### src/hdl/gltsq_pkg.sv
// package of the generator-set load transfer sequencer
// assumes one 10 MHz core clock; all time settings are counted in 0.1 s ticks

package gltsq_pkg;
	// =============================================================
	// widths and clock
	localparam int TW = 20;
	localparam int PW = 16;
	localparam int CLK_NS = 100;
	localparam int TICK_NS = 100_000_000;
	localparam int TICK_CYCLES_DFLT = TICK_NS / CLK_NS;
	localparam int TICKS_PER_S = 1_000_000_000 / TICK_NS;

	// =============================================================
	// factory settings, in their own unit and in ticks
	localparam int OVL_TIME_DFLT_S = 3;
	localparam int MAINS_WAIT_DFLT_S = 30;
	localparam int CON_TIME_DFLT_MS = 500;
	localparam int PULSE_DFLT_MS = 500;
	localparam int BRK_FAIL_DFLT_MS = 2000;
	localparam int OVL_TIME_DFLT = OVL_TIME_DFLT_S * TICKS_PER_S;
	localparam int MAINS_WAIT_DFLT = MAINS_WAIT_DFLT_S * TICKS_PER_S;
	localparam int CON_TIME_DFLT = CON_TIME_DFLT_MS * TICKS_PER_S / 1000;
	localparam int PULSE_DFLT = PULSE_DFLT_MS * TICKS_PER_S / 1000;
	localparam int BRK_FAIL_DFLT = BRK_FAIL_DFLT_MS * TICKS_PER_S / 1000;

	// =============================================================
	// load steps and connection topologies
	localparam logic [2:0] NSTEPS = 3'h5;
	localparam logic [2:0] STEPS_RST = NSTEPS;
	localparam logic [2:0] TOPO_2PH_L12 = 3'h0;
	localparam logic [2:0] TOPO_2PH_L13 = 3'h1;
	localparam logic [2:0] TOPO_3PH_3W = 3'h2;
	localparam logic [2:0] TOPO_2CT_L12 = 3'h3;
	localparam logic [2:0] TOPO_2CT_L13 = 3'h4;
	localparam logic [2:0] TOPO_STAR4 = 3'h5;
	localparam logic [2:0] TOPO_DELTA4 = 3'h6;
	localparam logic [2:0] TOPO_1PH = 3'h7;
	localparam logic [2:0] TOPO_DFLT = TOPO_STAR4;

	// =============================================================
	// state types
	typedef enum logic [1:0] {TR_TO_MAINS, TR_MAINS, TR_TO_GEN, TR_GEN} gltsq_tr_t;
	typedef enum logic [2:0] {BK_OPEN, BK_COIL, BK_CLOSE, BK_SHUT, BK_OPENP} gltsq_bk_t;
	typedef struct packed {
		gltsq_bk_t ph;
		logic [TW-1:0] cnt;
		logic [TW-1:0] fcnt;
		logic coil;
		logic close_r;
		logic open_r;
		logic fault;
	} gltsq_brk_t;
	typedef struct packed {
		logic [TW-1:0] tick_cnt;
		logic tick;
		logic [4:0] s1;
		logic [4:0] s2;
		gltsq_tr_t tr;
		logic [TW-1:0] tr_cnt;
		logic mcon;
		logic gcon;
		logic [TW-1:0] ovl_cnt;
		logic ovl_alm;
		logic shed;
		logic exc_warn;
		logic mph_warn;
		logic gph_alm;
		logic [TW-1:0] since_add;
		logic [TW-1:0] since_sub;
		logic [TW-1:0] subq;
		logic [TW-1:0] addq;
		logic [2:0] steps;
		logic add_p;
		logic sub_p;
		gltsq_brk_t mb;
		gltsq_brk_t gb;
		logic brk_sd;
		logic brk_ld;
		logic [1:0] m_phases;
		logic [1:0] g_phases;
	} gltsq_state_t;
endpackage : gltsq_pkg

### src/hdl/gltsq_top.sv
// generator-set load transfer sequencer: overload, shedding, five-step load, transfer
// assumes pins arrive asynchronous; power and settings come from same-clock logic
//
// Summary of operation
// - overload loaddump on generator; zero limit disables
// - overload declared after fail time persists
// - shedding relay on above high, off below low
// - load-add pulses spaced by load add delay
// - no add pulse until subtract-add delay passes
// - mains healthy for wait time, then drop generator
// - topology codes 0..7 select phase arrangement
// - generator off, wait, then mains contactor on
// - mains off, wait, then generator contactor on
// - hold coil energised for coil time before closing
// - close relay pulsed for close pulse time
// - open relay pulsed for open pulse time
// - feedback not following within fail time: fault
// - alarm level picks shutdown or loaddump class
// - mains phase fault warns and drops mains contactor
// - generator phase fault raises loaddump alarm
// - power above subtract level for start delay
// - subtract operations spaced by subtract wait
// - power below add level for start delay
// - add operations spaced by add wait
// - power above excess limit gives warning
`timescale 1ns/1ps

module gltsq_top import gltsq_pkg::*; #(
	parameter int TICK_CYCLES = TICK_CYCLES_DFLT
) (
	// clock and reset
	input wire logic core_clk,
	input wire logic resetn,
	// measurements and requests
	input wire logic [PW-1:0] gen_power_kw,
	input wire logic gen_ready,
	input wire logic alarm_clr,
	// asynchronous pins
	input wire logic mains_ok_pin,
	input wire logic mains_phase_bad_pin,
	input wire logic gen_phase_bad_pin,
	input wire logic mains_brk_fb_pin,
	input wire logic gen_brk_fb_pin,
	// power settings
	input wire logic [PW-1:0] ovl_limit,
	input wire logic [PW-1:0] shed_lo,
	input wire logic [PW-1:0] shed_hi,
	input wire logic [PW-1:0] sub_level,
	input wire logic [PW-1:0] add_level,
	input wire logic [PW-1:0] excess_limit,
	// time settings in ticks
	input wire logic [TW-1:0] ovl_time,
	input wire logic [TW-1:0] add_delay,
	input wire logic [TW-1:0] sub_add_delay,
	input wire logic [TW-1:0] sub_start,
	input wire logic [TW-1:0] sub_wait,
	input wire logic [TW-1:0] add_start,
	input wire logic [TW-1:0] add_wait,
	input wire logic [TW-1:0] mains_wait,
	input wire logic [TW-1:0] mains_con_time,
	input wire logic [TW-1:0] gen_con_time,
	// breaker settings, index 0 mains, 1 generator
	input wire logic [1:0][TW-1:0] brk_coil_time,
	input wire logic [1:0][TW-1:0] brk_close_time,
	input wire logic [1:0][TW-1:0] brk_open_time,
	input wire logic [1:0][TW-1:0] brk_fail_time,
	input wire logic [1:0] brk_fb_en,
	input wire logic [1:0] brk_alarm_lvl,
	// phase and topology settings
	input wire logic m_phase_chk,
	input wire logic g_phase_chk,
	input wire logic [2:0] mains_topo_sel,
	input wire logic [2:0] gen_topo_sel,
	// contactor and breaker drives
	output logic mains_contactor,
	output logic gen_contactor,
	output logic [1:0] breaker_hold_coil,
	output logic [1:0] breaker_close_relay,
	output logic [1:0] breaker_open_relay,
	// load management
	output logic shed_relay,
	output logic load_add_pulse,
	output logic load_sub_pulse,
	output logic [2:0] load_steps,
	// alarms and status
	output logic overload_loaddump,
	output logic excess_power_warn,
	output logic mains_phase_warn,
	output logic gen_phase_loaddump,
	output logic breaker_shutdown,
	output logic breaker_loaddump,
	output logic [1:0] mains_phases,
	output logic [1:0] gen_phases
);
	// =============================================================
	// helpers
	gltsq_state_t q;
	gltsq_state_t d;
	logic tk;
	logic mgood;
	logic gok;
	logic c_ovl;
	logic c_sub;
	logic c_add;
	logic ok_add;

	// saturating qualification count, cleared when its condition drops
	function automatic logic [TW-1:0] inc(input logic en, input logic t, input logic [TW-1:0] c);
		return !en ? '0 : (t && c != '1) ? c + 1'b1 : c;
	endfunction : inc

	// phase count of a topology code
	function automatic logic [1:0] phases(input logic [2:0] code);
		case (code)
			TOPO_2PH_L12, TOPO_2PH_L13: return 2'h2;
			TOPO_1PH: return 2'h1;
			default: return 2'h3;
		endcase
	endfunction : phases

	// one motorized breaker: coil, close pulse, open pulse, feedback watch
	function automatic gltsq_brk_t brk_step(input gltsq_brk_t b, input logic cmd,
		input logic fb, input int i);
		gltsq_brk_t n;
		logic miss;
		n = b;
		n.cnt = (tk && b.cnt != '1) ? b.cnt + 1'b1 : b.cnt;
		case (b.ph)
			BK_OPEN: if (cmd) begin
				n.ph = BK_COIL;
				n.cnt = '0;
				n.coil = 1'b1;
			end
			BK_COIL: if (!cmd) begin
				n.ph = BK_OPEN;
				n.coil = 1'b0;
			end else if (b.cnt >= brk_coil_time[i]) begin
				n.ph = BK_CLOSE;
				n.cnt = '0;
				n.close_r = 1'b1;
			end
			BK_CLOSE: if (b.cnt >= brk_close_time[i]) begin
				n.ph = BK_SHUT;
				n.close_r = 1'b0;
			end
			BK_SHUT: if (!cmd) begin
				n.ph = BK_OPENP;
				n.cnt = '0;
				n.coil = 1'b0;
				n.open_r = 1'b1;
			end
			BK_OPENP: if (b.cnt >= brk_open_time[i]) begin
				n.ph = BK_OPEN;
				n.open_r = 1'b0;
			end
			default: n.ph = BK_OPEN;
		endcase
		miss = brk_fb_en[i] && (fb != cmd);
		n.fcnt = inc(miss, tk, b.fcnt);
		n.fault = (miss && b.fcnt >= brk_fail_time[i]) || (b.fault && !alarm_clr);
		return n;
	endfunction : brk_step

	// =============================================================
	// next state
	always_comb begin
		d = q;
		d.add_p = 1'b0;
		d.sub_p = 1'b0;
		// common 0.1 s tick
		d.tick = (q.tick_cnt == TW'(TICK_CYCLES - 1));
		d.tick_cnt = d.tick ? '0 : q.tick_cnt + 1'b1;
		tk = q.tick;
		// pin synchronisers
		d.s1 = {gen_brk_fb_pin, mains_brk_fb_pin, gen_phase_bad_pin, mains_phase_bad_pin,
			mains_ok_pin};
		d.s2 = q.s1;
		mgood = q.s2[0] && !(m_phase_chk && q.s2[1]);
		gok = gen_ready && !q.ovl_alm && !q.gph_alm && !q.brk_ld && !q.brk_sd;
		// overload supervision
		c_ovl = q.gcon && ovl_limit != '0 && gen_power_kw > ovl_limit;
		d.ovl_cnt = inc(c_ovl, tk, q.ovl_cnt);
		d.ovl_alm = (c_ovl && q.ovl_cnt >= ovl_time) || (q.ovl_alm && !alarm_clr);
		// single shedding relay with hysteresis
		if (gen_power_kw > shed_hi) begin
			d.shed = 1'b1;
		end else if (gen_power_kw < shed_lo) begin
			d.shed = 1'b0;
		end
		// warnings and phase alarms
		d.exc_warn = excess_limit != '0 && gen_power_kw > excess_limit;
		d.mph_warn = m_phase_chk && q.s2[1];
		d.gph_alm = (g_phase_chk && q.s2[2]) || (q.gph_alm && !alarm_clr);
		// five-step load management
		d.since_add = inc(1'b1, tk, q.since_add);
		d.since_sub = inc(1'b1, tk, q.since_sub);
		c_sub = q.gcon && sub_level != '0 && gen_power_kw > sub_level && q.steps != '0;
		c_add = q.gcon && gen_power_kw < add_level && q.steps < NSTEPS;
		d.subq = inc(c_sub, tk, q.subq);
		d.addq = inc(c_add, tk, q.addq);
		ok_add = q.since_add >= add_delay && q.since_add >= add_wait
			&& q.since_sub >= sub_add_delay;
		if (c_sub && q.subq >= sub_start && q.since_sub >= sub_wait) begin
			d.steps = q.steps - 1'b1;
			d.sub_p = 1'b1;
			d.since_sub = '0;
			d.subq = '0;
		end else if (c_add && q.addq >= add_start && ok_add) begin
			d.steps = q.steps + 1'b1;
			d.add_p = 1'b1;
			d.since_add = '0;
			d.addq = '0;
		end
		// topology decode
		d.m_phases = phases(mains_topo_sel);
		d.g_phases = phases(gen_topo_sel);
		// transfer sequencer
		d.tr_cnt = inc(1'b1, tk, q.tr_cnt);
		case (q.tr)
			TR_MAINS: if (!mgood) begin
				d.mcon = 1'b0;
				d.tr = TR_TO_GEN;
				d.tr_cnt = '0;
			end
			TR_TO_GEN: if (mgood) begin
				d.tr = TR_TO_MAINS;
				d.tr_cnt = '0;
			end else if (gok && q.tr_cnt >= gen_con_time) begin
				d.gcon = 1'b1;
				d.tr = TR_GEN;
			end
			TR_GEN: begin
				d.tr_cnt = inc(mgood, tk, q.tr_cnt);
				if (!gok || (mgood && q.tr_cnt >= mains_wait)) begin
					d.gcon = 1'b0;
					d.tr = TR_TO_MAINS;
					d.tr_cnt = '0;
				end
			end
			TR_TO_MAINS: if (!mgood) begin
				d.tr = TR_TO_GEN;
				d.tr_cnt = '0;
			end else if (q.tr_cnt >= mains_con_time) begin
				d.mcon = 1'b1;
				d.tr = TR_MAINS;
			end
			default: d.tr = TR_TO_MAINS;
		endcase
		// breakers follow the contactor commands
		d.mb = brk_step(q.mb, q.mcon, q.s2[3], 0);
		d.gb = brk_step(q.gb, q.gcon, q.s2[4], 1);
		d.brk_sd = (d.mb.fault && !brk_alarm_lvl[0]) || (d.gb.fault && !brk_alarm_lvl[1]);
		d.brk_ld = (d.mb.fault && brk_alarm_lvl[0]) || (d.gb.fault && brk_alarm_lvl[1]);
	end

	// state register, synchronous reset
	always_ff @(posedge core_clk) begin
		if (!resetn) begin
			q <= '0;
			q.since_add <= '1;
			q.since_sub <= '1;
			q.steps <= STEPS_RST;
			q.m_phases <= 2'h3;
			q.g_phases <= 2'h3;
		end else begin
			q <= d;
		end
	end

	// =============================================================
	// outputs, all straight from the state register
	assign mains_contactor = q.mcon;
	assign gen_contactor = q.gcon;
	assign breaker_hold_coil = {q.gb.coil, q.mb.coil};
	assign breaker_close_relay = {q.gb.close_r, q.mb.close_r};
	assign breaker_open_relay = {q.gb.open_r, q.mb.open_r};
	assign shed_relay = q.shed;
	assign load_add_pulse = q.add_p;
	assign load_sub_pulse = q.sub_p;
	assign load_steps = q.steps;
	assign overload_loaddump = q.ovl_alm;
	assign excess_power_warn = q.exc_warn;
	assign mains_phase_warn = q.mph_warn;
	assign gen_phase_loaddump = q.gph_alm;
	assign breaker_shutdown = q.brk_sd;
	assign breaker_loaddump = q.brk_ld;
	assign mains_phases = q.m_phases;
	assign gen_phases = q.g_phases;
endmodule : gltsq_top

### config.mk
export PLATFORM = sky130hd
export DESIGN_NAME = gltsq_top
export DESIGN_NICKNAME = d
export VERILOG_FILES = /design/src/hdl/gltsq_pkg.sv /design/src/hdl/gltsq_top.sv
export SDC_FILE = /design/constraint.sdc
export NUM_CORES = 1
export LEC_CHECK = 0
export BUFFER_PORTS_ARGS = -buffer_cell sky130_fd_sc_hd__buf_2
export CORE_MARGIN = 2
export CORE_UTILIZATION = 50
export CTS_CLUSTER_DIAMETER = 150
export DETAILED_ROUTE_END_ITERATION = 10
export PLACE_DENSITY_LB_ADDON = 0.15
export SLEW_MARGIN = 30
export SYNTH_ARGS = -nofsm -noshare
export SYNTH_HDL_FRONTEND = slang
export SYNTH_SLANG_ARGS = --single-unit
export TNS_END_PERCENT = 50
### constraint.sdc
create_clock -name core_clk -period 4.2 [get_ports core_clk]
set_clock_uncertainty 0.1 [all_clocks]
set_input_delay 0.21 -clock core_clk [delete_from_list [all_inputs] [get_ports core_clk]]
set_output_delay 0.21 -clock core_clk [all_outputs]
set_load 0.02 [all_outputs]
==> Word-level counts from Yosys, hierarchy flattened <==
Index checks and enable logic that the tools add are counted.
{ "totals": {"reg_bits": 265, "word_cells": 308, "inputBits": 493} }
{ "op_classes": {"bitwise_logic": 2, "n_mux": 74, "eq_ne": 52, "n_addsub": 13, "n_reduce_logical": 103, "n_lt_le_gt_ge": 25} }
{ "op_table": {"columns": ["op", "count"], "rows": [
  ["$ge 20x20->1", 18],
  ["$mux 20", 16],
  ["$add 20x1->20 const B", 11],
  ["$ne 20x20->1 const B", 10],
  ["$mux 23", 7],
  ["$pmux 20 s3", 2],
  ["$pmux 22 s4", 1],
  ["$gt 16x16->1", 4],
  ["$reduce_bool 16->1", 3],
  ["$logic_and 1x1->1", 46],
  ["$mux 40", 1],
  ["$ne 2x2->1 const B", 20],
  ["$lt 16x16->1", 2],
  ["$pmux 3 s5", 2],
  ["$mux 24", 1],
  ["$mux 1", 22],
  ["$mux 22", 1],
  ["$reduce_bool 2->1", 11],
  ["$mux 3", 7],
  ["$eq 20x20->1 const B", 1],
  ["$reduce_and 4->1", 5],
  ["$pmux 1 s2", 8],
  ["$eq 3x1->1 const B", 4],
  ["$eq 3x2->1 const B", 4],
  ["21 further kinds", 62]
]} }

==> Depth between registers and ports, before layout <==
Gate-level depths: netlist (run 1).
{ "depth": {"word_depth": 9, "depth_mapped": 12} }

==> Least setup slack after synthesis (run 1) <==
No wires, ideal clock.
{ "synth_timing": {"path_type": "flip-flop to flip-flop", "from": "register q[180] in the netlist's numbering", "to": "register q (netlist bit load_steps[0])", "path_buffers": 0, "stages_incl_launch_ff": 10, "required_time_ns": 3.979, "path_slack_ns": 1.676, "t_arrival_ns": 2.303, "cell_sequence": "dfxtp_1 > ha_1 > a211oi_2 > o21ai_1 > nor4_2 > o41ai_1 > a221o_1 > and4_4 > a21oi_1 > mux2_2"} }
{ "synth_via": {"elab_chain_len": 5, "elab_cells_between_ends": 6, "classes_between": "2 x order compare; 4 x reduce/logical"} }
{ "synth_lines": {"columns": ["item", "line_no", "rtl"], "rows": [
  ["start, declared", "gltsq_top.sv:97", "gltsq_state_t q;"],
  ["$ge 20x20->1", "gltsq_top.sv:201", "ok_add = q.since_add >= add_delay && q.since_add >= add_wait"],
  ["$logic_and 1x1->1 (*)", "gltsq_top.sv:201", null],
  ["$logic_and 1x1->1 (*)", "gltsq_top.sv:202", "&& q.since_sub >= sub_add_delay;"],
  ["$logic_and 1x1->1 (*)", "gltsq_top.sv:208", "end else if (c_add && q.addq >= add_start && ok_add) begin"],
  ["$reduce_bool 2->1 (no source line) (*)", null, null]
]} }
Mark *: on every way between the ends. The rest lies on a longest branch, timed or not.
A chain may end at the register's enable or synchronous reset.

==> Final worst setup path (run 1) <==
{ "layout_timing": {"from": "register q (netlist bit gen_contactor)", "to": "register q (netlist bit breaker_loaddump)"} }
{ "layout_via": {"elab_chain_len": 6} }
{ "layout_lines": {"columns": ["item", "line_no", "rtl"], "rows": [
  ["$ne 1x1->1", "gltsq_top.sv:158", "miss = brk_fb_en[i] && (fb != cmd);"],
  ["$logic_and 1x1->1", "gltsq_top.sv:158", null],
  ["$logic_and 1x1->1", "gltsq_top.sv:160", "n.fault = (miss && b.fcnt >= brk_fail_time[i]) || (b.fault && !alarm_clr);"],
  ["$logic_or 1x1->1", "gltsq_top.sv:160", null],
  ["$logic_and 1x1->1", "gltsq_top.sv:253", "d.brk_ld = (d.mb.fault && brk_alarm_lvl[0]) || (d.gb.fault && brk_alarm_lvl[1]);"],
  ["$logic_or 1x1->1", "gltsq_top.sv:253", null]
]} }
Every way passes these cells.

==> results, run 1 <==
- The clock-pin slew on the worst setup and hold paths is 60 ps.
- Clock tree synthesis inserted a total of 34 buffers.
- STA classifies the critical path startpoint as a flip-flop.
- By startpoint and endpoint, the worst setup path is classified as reg2reg.
- The detail route stage leaves a number of antenna-violating nets equal to 0.
- In the final routing, the length of wire on met1 measures 29620 um.
- The worst hold slack is 68.33 ps.
- The share of layout cells above drive strength 1 is 0.1888.
- The min-delay analysis places its worst path in the category in2reg.
- In the global route stage, overall resource usage came out at 0.2784.
- Setup repair after global routing left no endpoint under its margin.
- Headroom to the max-slew limit came out at 0.3941.
- Summing internal, switching and leakage power gives 6.434 mW.
- Detailed routing placed a total of 31690 um of wire on met2.
- The count of flip-flops with a built-in enable after synthesis is 0.
- Row generation in the floorplan step produced 78 rows.
- After detailed routing, no signal wire sits above met5.
- IR analysis of the VDD net gives a maximum drop of 0.2592 mV.
- The count of warnings emitted by yosys is 0.
- For the worst flop-to-flop path, the logic depth is 7.
- The initial antenna violation count is 17.
- In this run, synthesis produced a sequential element count of 265.
- For this configuration, the core starts out at a cell density of 0.5068.
- The maximum clock frequency is 0.3179 GHz.
- The count of fill cells added during filler insertion is 4133.
- The fraction of synthesized cell area taken by the top area cell type is 0.2541.
- Detailed placement finished with a half-perimeter wire length of 56090 um.
- Setup violations remaining at the end of the flow were counted as 0.
- The leakage power total is 14.63 nW.
- Pin placement for this block handled 517 I/O pins.
- The synthesized instance count is 2886.
- The floorplan step defined a die boundary enclosing 47830 um^2.
- From left edge to right edge, the die measures 218.7 um.
- The tree is rooted in a clkbuf_16.
- The power per unit of standard cell area is 233.2 nW/um^2.
- The synthesized design spends more area on one cell type than any other, namely ha_1.
- The routed design uses 3620 um of met3 wire.
- The final route contains 21800 vias.
- The final cycle utilization of the critical path is 0.7489.
- The flow ran to the end, and the final reports show no timing, DRC or antenna violations.
- The clock tree synthesis step divided the H-tree into 2 levels.
- The via count normalized by instance count is 5.382.
- The dominant synthesized flop cell is dfxtp_1.
- The maximum clock path buffer count is 3.
- The floorplan die height is 218.7 um.
- For this run, the register share of the synthesized area comes to 0.2302.
- The number of port buffers is 516.
- The first detailed-routing pass ran for 7 iterations.
- The routed wirelength normalized by instance count is 16.71 um.
- Data on the critical path arrives at its endpoint at 3520 ps.
- The total area inside the core boundary comes to 45480 um^2.
- Of all flip-flops after synthesis, the portion carrying an async set or reset was 0.
- The number of DRC markers in iteration 0 is 1068.
- Synthesis produced a netlist with a net count of 3847.
- The final net count is 4374.
- In this run the critical register-to-register path is captured at breaker_loaddump$_SDFF_PN0_.
- The worst setup path is captured at a flip-flop.
- The number of endpoints with negative hold slack in the final report is 0.
- The detailed-route DRC error count is 0.
- The setup slack of the worst register-to-register path is 1050 ps.
- Of all nets on the critical path, the largest fanout is 22.
- The slew at the pin with the worst max-slew slack is 902.7 ps.
- The number of pins exceeding their max-slew limit in the final report came to 0.
- The first global-routing pass estimated 107100 um of wire.
- Across the run, the number of max-cap violations was 0.
- The post-layout minimum cycle time is 3145 ps.
- The most critical setup path has its endpoint at breaker_loaddump$_SDFF_PN0_.
- The average instance in the mapped netlist occupies 7.986 um^2.
- The clock latency of the later-clocked register in the worst-skew pair is 540 ps.
- The final total negative setup slack is 0 ps.
- The total routed wirelength is 67670 um.
- The critical path starts at gen_contactor$_SDFFE_PN0P_.
- By area the synthesized netlist is led by ha_1 25%, dfxtp_1 23%, inv_1 7.7%.
- The final weighted congestion in routability-driven placement is 0.9408.
- The mapped cell area is 23050 um^2.
- The total clock sinks is 265.
- The number of distinct library cells after synthesis is 91.
- TritonCTS built the clock tree.
- The via count of the first global-routing pass is 21620.
- The startpoint identified for the worst register-to-register timing path is gen_contactor$_SDFFE_PN0P_.
- The global route total overflow is 0.
- Data on the critical path is required at its endpoint by 4570 ps.
- The post-synthesis to final-layout area growth is 19.72%.
- Post-CTS repair changed the size of 0 cells.
- Entering global routing, the biggest net connects 64 pins.
## final cells by class
class | instances | area (um^2) | area share
multi-input combinational | 2090 | 15700 | 0.5689
sequential | 265 | 5306 | 0.1923
timing repair buffer | 549 | 2885 | 0.1046
inverter | 473 | 1775 | 0.06434
clock buffer | 55 | 1094 | 0.03963
tap | 600 | 750.7 | 0.02721
clock inverter | 5 | 52.55 | 0.001904
antenna | 13 | 32.53 | 0.001179
## cells by family after synthesis
| kind of cell | Yosys count | synth area share |
|---|---|---|
| AO/OA/AOI/OAI | 510 | 0.1459 |
| XOR/XNOR | 198 | 0.07524 |
| adder cells (fa/ha/maj) | 468 | 0.2541 |
| buffers and inverters | 531 | 0.09006 |
| flip-flops | 265 | 0.2302 |
| multiplexers | 8 | 0.003529 |
| AND/OR/NAND/NOR | 906 | 0.2011 |
## flip-flops by register name, summed over array words and instances, names as in the netlist, 2 cells and up
register and cells:
breaker_open_relay 2, d 5, gen_phases 2, breaker_hold_coil 2
mains_phases 2, breaker_close_relay 2, load_steps 3, q 235
## where the power goes
part	switching (mW)	total, mW	leakage [nW]	internal [mW]
Combinational	0.500	0.936	11.9	0.436
Clock	1.12	2.96	0.563	1.84
Sequential	0.0123	2.54	2.14	2.53
## cell usage in the layout, fill, tap and decap left out, types with 25 or more instances in the layout
cell       instances
nand4_1          125
nor2_1           283
a21o_1           119
nor3_1            44
and3_1            34
o21ai_1           25
dfxtp_1          264
clkbuf_16         37
xnor2_1           83
buf_2            516
nand3_1           95
ha_1             468
a21oi_1          139
xor2_1           115
o21ai_0          101
nand2b_1          26
inv_1            473
nand2_1          141
## repair_timing
| action | 4_1_cts | 5_1_grt |
|---|---|---|
| endpoints found under the hold margin | 16 | 0 |
| hold buffers | 22 | 0 |
| setup buffers | 0 | 0 |
## worst min-delay path by stage
| stage | from | endpoint | slack [ps] | cells past startpoint |
|---|---|---|---|---|
| after floorplan | gen_topo_sel[2] | gen_phases[1]$_SDFF_PN1_ | 180 | 1 |
| after global placement | gen_topo_sel[2] | gen_phases[1]$_SDFF_PN1_ | 300 | 2 |
| after detailed placement | gen_topo_sel[2] | gen_phases[1]$_SDFF_PN1_ | 300 | 2 |
| after CTS | brk_fb_en[1] | q[21]$_SDFFE_PN0P_ | 50 | 4 |
| after global routing | excess_limit[15] | excess_power_warn$_SDFF_PN0_ | 100 | 5 |
| final | brk_fb_en[1] | q[22]$_SDFFE_PN0P_ | 70 | 4 |
## synthesized netlist by cell type (3+ instances only)
library cell and number:
inv_1 473, ha_1 468, nor2_1 283, dfxtp_1 265, nand2_1 141, a21oi_1 139
nand4_1 125, a21o_1 119, xor2_1 115, o21ai_0 101, nand3_1 95, xnor2_1 83
nor3_1 45, and3_1 34, clkbuf_1 27, nand2b_1 26, o21ai_1 25, and4_1 23
nor2_2 23, nor4_1 23, a211oi_1 21, nor2b_1 20, and2_1 18, buf_2 15
buf_4 13, or3_1 11, o211ai_1 10, o21a_1 10, o31a_1 9, a2111oi_0 7
a21boi_0 7, a31oi_1 7, mux2i_1 7, nor3b_1 6, a211o_1 4, nor3_2 4
o221a_2 4, a41oi_1 3, nor4_2 3, nor4b_1 3, o221ai_1 3, o31ai_1 3
## worst max-delay path: stages, from the launching register on
cell and delay (ps):
dfxtp_1 850, xor2_1 210, nand3_1 90, buf_4 230, or3_1 400, o311ai_1 460
a22o_1 200, dlygate4sd3_1 540
## through the flow
step | util | setup slack [ps] | cell area [um^2] | cells
final | 0.6067 | 1055 | 27590 | 4050
after CTS | 0.6060 | 1021 | 27560 | 4037
after global placement | 0.5760 | 964.1 | 26200 | 3955
after floorplan | - | 1676 | 23050 | 2886
after global routing | 0.6067 | 811.7 | 27590 | 4050
after detailed placement | 0.5760 | 938.7 | 26200 | 3955
## layer usage
metal  GRT usage  vias up
li1            -    11020
met1      0.3460    10090
met2      0.4724      526
met3     0.04440      152
met4      0.1255        8
met5           0        -
Power figures use the tool's default switching activity.
==> run 2, diff against run 1 <==
==> constraint.sdc (replaced) <==
create_clock -name core_clk -period 2.9 [get_ports core_clk]
set_clock_uncertainty 0.1 [all_clocks]
set_input_delay 0.145 -clock core_clk [delete_from_list [all_inputs] [get_ports core_clk]]
set_output_delay 0.145 -clock core_clk [all_outputs]
set_load 0.02 [all_outputs]
==> run 2 against run 1 <==
Against the previous run:
- combinational power is 49% higher
- hold slack lost 57 ps
- final area is 1.6% higher
- worst setup slack lost 940 ps
- count of clock-buffer cells in the layout fell by 13
- first-iteration DRC count shrank 5.6%
- global-route usage rose by 0.63 points
- flip-flop and latch count is the same
- highest routed layer unchanged
==> results, run 2 (synthesis results as in run 1) <==
- The total number of vias is 22210.
- The total routed wirelength is 69780 um.
- The floorplan has 78 rows.
- The final setup violation count is 0.
- The clock latency of the later-clocked register in the worst-skew pair is 580 ps.
- In this run the number of H-tree levels came out at 1.
- The count of nets left with antenna violations once routing finished came out at 0.
- The worst-case IR drop observed on VDD is 0.4410 mV.
- The share of layout cells above drive strength 1 is 0.2041.
- Measured on the finished design, the core utilization comes to 0.6164.
- Clock tree synthesis found a total of 265 sinks.
- The design draws 9.030 mW.
- The number of placed instances, taps included, is 4009.
- No sink is reached through more buffers than the 3 on the longest clock path.
- For this design the ratio of total power to cell area is 322.1 nW/um^2.
- The register bank with the most flops is q.
- The wire length of the first global-routing pass is 109900 um.
- Walking the worst path, the cells encountered are ha_1 > a21o_1 > a221o_1 > a221oi_2 > o21ai_1 > nand3_2 > nor2_4 > o311ai_4 > buf_6 > clkbuf_16 > nor2_2.
- For this configuration, the core starts out at a cell density of 0.5068.
- Headroom to the max-slew limit came out at 0.4293.
- Pin placement for this block handled 517 I/O pins.
- The clock-pin slew on the worst setup and hold paths is 60 ps.
- Excluding fillers, the count of instances in the completed layout stands at 4104.
- The first routing iteration left 1008 violations.
- The worst hold path begins at brk_open_time[39].
- The global route total overflow is 0.
- The highest layer touched by signal routing is met5.
- The maximum fanout along the worst path is 10.
- The slew at the pin with the worst max-slew slack is 850.3 ps.
- The register with the most flip-flops in the layout has 235 of them.
- The final net count is 4431.
- Entering global routing, the biggest net connects 57 pins.
- The clock tree from TritonCTS is yes.
- The path type of the worst setup path is reg2reg.
- The final cycle utilization of the critical path is 0.9602.
- After layout, the minimum clock period comes to 2785 ps.
- The number of pins exceeding their max-slew limit in the final report is 0.
- The met3 wire length is 3976 um.
- The path class of the tightest hold or removal check is in2reg.
- The first detailed-routing pass took 8 iterations.
- The final weighted congestion in routability-driven placement is 0.9492.
- The worst setup path is launched from a flip-flop.
- The die is 218.7 um wide.
- The length of routed met2 wiring is 33140 um.
- Derived from the worst setup path, the maximum achievable clock frequency is 0.3591 GHz.
- The region available for standard cell placement spans 45480 um^2.
- For this run, design rule violations remaining after detail routing come to 0.
- In this design, the stage delay of the slowest critical-path cell is 390 ps.
- The leakage power total is 14.89 nW.
- The met1 layer wirelength in the final routing is 30180 um.
- The final total negative setup slack is 0 ps.
- In the global route stage, overall resource usage came out at 0.2847.
- The number of endpoints with negative hold slack in the final report is 0.
- The initial antenna violation count is 16.
- The endpoint type of the worst setup path is a flip-flop.
- The via count normalized by instance count is 5.412.
- Detailed placement ended at an HPWL of 57900 um.
- The run finished with clean final reports.
- The tool flagged a number of max-cap violations equal to 0.
- The via count of the first global-routing pass is 22250.
- The start point of the critical path is q[139]$_SDFFE_PP0P_.
- The number of port buffers is 516.
- The data arrival time of the critical path is 3150 ps.
- Clock tree synthesis selected as its root buffer the cell clkbuf_16.
- The worst register-to-register path begins at q[139]$_SDFFE_PP0P_.
- In this run the vertical extent of the chip is 218.7 um.
- The library cells used most frequently in the layout, excluding fill and tap cells, are 516 x buf_2, 473 x inv_1, 468 x ha_1.
- In this run, CTS created clock tree buffers numbering 31.
- The library cell used most frequently in the layout, excluding fill and tap cells, is buf_2.
- For this design, the slowest cell found on the critical path is dfxtp_1.
- The die outline area is 47830 um^2.
- For the worst setup path, the data required time is 3260 ps.
- The post-synthesis to final-layout area growth is 21.62%.
- The routed wirelength normalized by instance count is 17.00 um.
run 2: changes by cell type in the layout (fill, tap and decap cells not counted), sizes merged:
cell	delta
clkinv	+5
inv	+2
buf	+55
dlygate4sd3	+4
clkbuf	-12
bufinv	+2
diode	-3
clkinvlp	+1
run 2: metal layers:
| layer | global-route usage | vias to the layer above |
|---|---|---|
| li1 | - | 11140 |
| met4 | 0.1088 | 10 |
| met3 | 0.04565 | 139 |
| met2 | 0.4973 | 583 |
| met1 | 0.3497 | 10340 |
| met5 | 0 | - |
run 2: metrics by stage:
step,instance area (um^2),setup slack (ps),hold slack (ps)
2_1_floorplan,23050,376.1,118.9
3_3_place_gp,26640,-75.99,235.5
3_5_place_dp,26640,-118.1,239.8
4_1_cts,27930,17.93,5.350
5_1_grt,28030,-4.824,18.10
6_report,28030,115.4,11.14
run 2: power by group:
group	internal [mW]	switching, mW	leakage (nW)
registers	3.66	0.0153	2.14
clock network	2.33	1.63	0.502
logic	0.650	0.738	12.3
run 2: critical path, delay by kind of cell, from the launching register on:
family                   cells  cell delay [ps]
AO/OA/AOI/OAI                5             1280
flip-flops                   1              390
buffers and inverters        2              340
AND/OR/NAND/NOR              3              310
adder cells (fa/ha/maj)      1              270
run 2: cell type report:
| class | instances | area, um^2 |
|---|---|---|
| antenna | 10 | 25.02 |
| tap | 600 | 750.7 |
| clock inverter | 15 | 166.4 |
| inverter | 473 | 1775 |
| sequential | 265 | 5310 |
| fill | 4134 | 17450 |
| timing repair buffer | 609 | 3408 |
| multi-input combinational | 2090 | 15740 |
| clock buffer | 42 | 857.1 |
run 2: final timing paths:
kind         slack, ps                            endpoint  depth (start not counted)
max reg2reg        120                   q[121]$_SDFF_PN0_                         11
min                 10  breaker_open_relay[1]$_SDFFE_PN0P_                          5
max                120                   q[121]$_SDFF_PN0_                         11
min reg2reg        330                   q[234]$_SDFF_PN0_                          1
run 2: repair_timing:
action,CTS,global route
hold endpoints to repair,18,0
buffers inserted,0,1
pin swaps,0,8
gates cloned,0,1
setup endpoints to repair,10,77
resized for setup,1,15
hold buffers,26,0
==> run 3, diff against run 2 <==
==> constraint.sdc (replaced) <==
create_clock -name core_clk -period 2.9 [get_ports core_clk]
set_clock_uncertainty 0.1 [all_clocks]
set_input_delay 0.435 -clock core_clk [delete_from_list [all_inputs] [get_ports core_clk]]
set_output_delay 0.435 -clock core_clk [all_outputs]
set_load 0.02 [all_outputs]
==> run 3 against run 2 <==
Against the previous run:
- clock power is essentially flat
- flip-flop and latch count is the same
- global-route usage shrank 0.50 points
- largest power group unchanged
- sequential share of layout area is essentially flat
- utilization shrank 0.12 points
- largest cell class unchanged
- critical path depth shrank 1
- hold slack gained 27 ps
- routed wire length shrank 1.2%
- die area is the same
- count of clock-buffer cells in the layout is the same
==> results, run 3 (synthesis results as in run 1) <==
- TritonCTS created 31 clock buffers.
- Summed over all cells, the static leakage comes to 14.90 nW.
- Ranked by flip-flop count, first place goes to q.
- The clock tree from TritonCTS is yes.
- With fillers left out, the area of the finished cells amounts to 27980 um^2.
- The worst setup path is captured at a flip-flop.
- The global route total overflow is 0.
- The worst-case setup margin in the final layout is 90.30 ps.
- Static timing analysis puts the maximum clock frequency at 0.3559 GHz.
- After detailed routing, the number of remaining DRC violations is 0.
- For this run, the share of the core covered by cells in the final layout is 0.6151.
- The clock-pin slew on the worst setup and hold paths is 60 ps.
- The met3 wire length is 3553 um.
- The worst slew margin relative to its limit is 0.4385.
- The critical path goes through ha_1 > a21o_1 > a221o_1 > a221oi_2 > o21ai_1 > nand3_2 > nor2_4 > o311ai_4 > buf_12 > nor2_2.
- The critical path is of the reg2reg type.
- The via count of the first global-routing pass is 21880.
- Timing analysis after detailed placement gives a worst setup slack of -173.5 ps.
- In this design, the stage delay of the slowest critical-path cell is 390 ps.
- The placeable core region is 45480 um^2.
- The launching element type of the critical path is a flip-flop.
- The highest routed metal layer is met5.
- The final total negative setup slack is 0 ps.
- The maximum clock path buffer count is 3.
- The total routed wirelength is 68960 um.
- Compared with the post-synthesis result, the final layout area differs by 21.38%.
- In the final layout, flip-flops and latches occupy 5310 um^2.
- The detailed router finished its first iteration with 1130 violations.
- The area of the multi-input gates is 15710 um^2.
- The die outline area is 47830 um^2.
- The number of pins exceeding their max-slew limit in the final report came to 0.
- The total number of vias is 22080.
- In the final layout, the share of cells above drive strength 1 is 0.2078.
- Entering global routing, the biggest net connects 53 pins.
- After detailed placement, the design holds a cell count of 4026.
- The register with the most flip-flops in the layout has 235 of them.
- For this run, the total global-route usage over all layers was measured as 0.2797.
- The design draws 9.044 mW.
- The detailed placement HPWL is 57280 um.
- The worst-case vdd ir drop is 0.4230 mV.
- The total clock sinks is 265.
- In this run the number of H-tree levels came out at 1.
- The x dimension of the die is 218.7 um.
- Clock tree synthesis selected as its root buffer the cell clkbuf_16.
- The number of max-cap violations is 0.
- The length of routed met2 wiring is 32890 um.
- The final setup violation count is 0.
- The count of fill cells added during filler insertion is 4129.
- The die is 218.7 um tall.
- The worst hold slack is 38.00 ps.
- The number of routed nets with antenna violations is 0.
- Setup repair after global routing left no endpoint under its margin.
- The via count normalized by instance count is 5.383.
- The class of the most critical hold timing path is in2reg.
- The number of port buffers is 516.
- The most common cell after layout, fill and taps aside is buf_2.
- After the last flow step, the layout net total stands at 4432.
- In this run the cell area measured after placement is 26780 um^2.
- The clock latency of the later-clocked register in the worst-skew pair is 570 ps.
- The critical path's slowest cell is dfxtp_1.
- The routed wirelength normalized by instance count is 16.81 um.
- After floorplanning, the core was divided into 78 placement rows.
- After detailed routing, the wire length on met1 is 30290 um.
- The post-layout minimum cycle time is 2810 ps.
- The initial antenna violation count is 10.
- The run finished with clean final reports.
- For the worst setup path, the data arrival time is 3160 ps.
- In the layout the commonest cells are 516 x buf_2, 473 x inv_1, 468 x ha_1.
- The number of endpoints with negative hold slack in the final report was 0.
- The final cycle utilization of the critical path is 0.9689.
- The maximum fanout along the worst path is 20.
- For this configuration, the core starts out at a cell density of 0.5068.
- At the worst endpoint, the required time is 3250 ps.
- The wire length of the first global-routing pass is 108200 um.
- The power per unit of standard cell area is 323.3 nW/um^2.
- The number of primary I/O pins is 517.
- The congestion estimate from routability-driven global placement came to 0.9705.
- The number of cells in the finished layout apart from fillers is 4102.
- At the pin with the least slew margin, the transition time is 836.6 ps.
- For this run, the detailed router's first-pass iteration total came to 5.
-- run 3: changes by cell type in the layout (fill, tap and decap cells not counted), moves of 2 or more --
cell           delta
clkbuf_1          -3
o21ai_0           +2
inv_6             -2
clkinvlp_4        +2
clkinv_2          -2
buf_4            +19
clkbuf_8          +3
buf_6             -2
dlygate4sd3_1    -16
-- run 3: final timing paths --
kind                                          start                           to  slack, ps  cells after the start
worst max-delay path            q[139]$_SDFFE_PP0P_            q[110]$_SDFF_PN0_         90                     10
worst min register to register    d[238]$_SDFF_PN0_            q[238]$_SDFF_PN0_        330                      1
worst min-delay path                    m_phase_chk  mains_phase_warn$_SDFF_PN0_         40                      3
worst max register to register  q[139]$_SDFFE_PP0P_            q[110]$_SDFF_PN0_         90                     10
-- run 3: routing by layer --
layer,GRT usage,vias up
li1,-,11120
met1,0.3525,10260
met2,0.4893,559
met3,0.03967,132
met4,0.09009,6
met5,0,-
-- run 3: cell type report --
cell class              instances  area share
clock inverters                13    0.005501
repair buffers                610      0.1202
inverters                     473     0.06346
diodes                          9   0.0008050
well taps                     600     0.02683
flip-flops and latches        265      0.1898
clock buffers                  42     0.03171
multi-input cells            2090      0.5617
-- run 3: where the power goes --
part           internal [mW]  leakage [nW]  switching [mW]
sequential              3.66          2.14          0.0168
combinational          0.648          12.3           0.726
clock                   2.39         0.504            1.60
-- run 3: critical path: cells and delay by family (launching register included) --
kind                       cells  cell delay [ps]
and+or+nand+nor                3              300
buffers and inverters          1              230
AOI/OAI and AO/OA              5             1380
DFF                            1              390
adders and majority gates      1              270
-- run 3: what timing repair did --
| item | CTS | global route |
|---|---|---|
| resized for setup | 0 | 7 |
| endpoints found under the hold margin | 8 | 0 |
| hold buffers | 10 | 0 |
| buffers inserted | 0 | 2 |
| endpoints found under the setup margin | 0 | 89 |
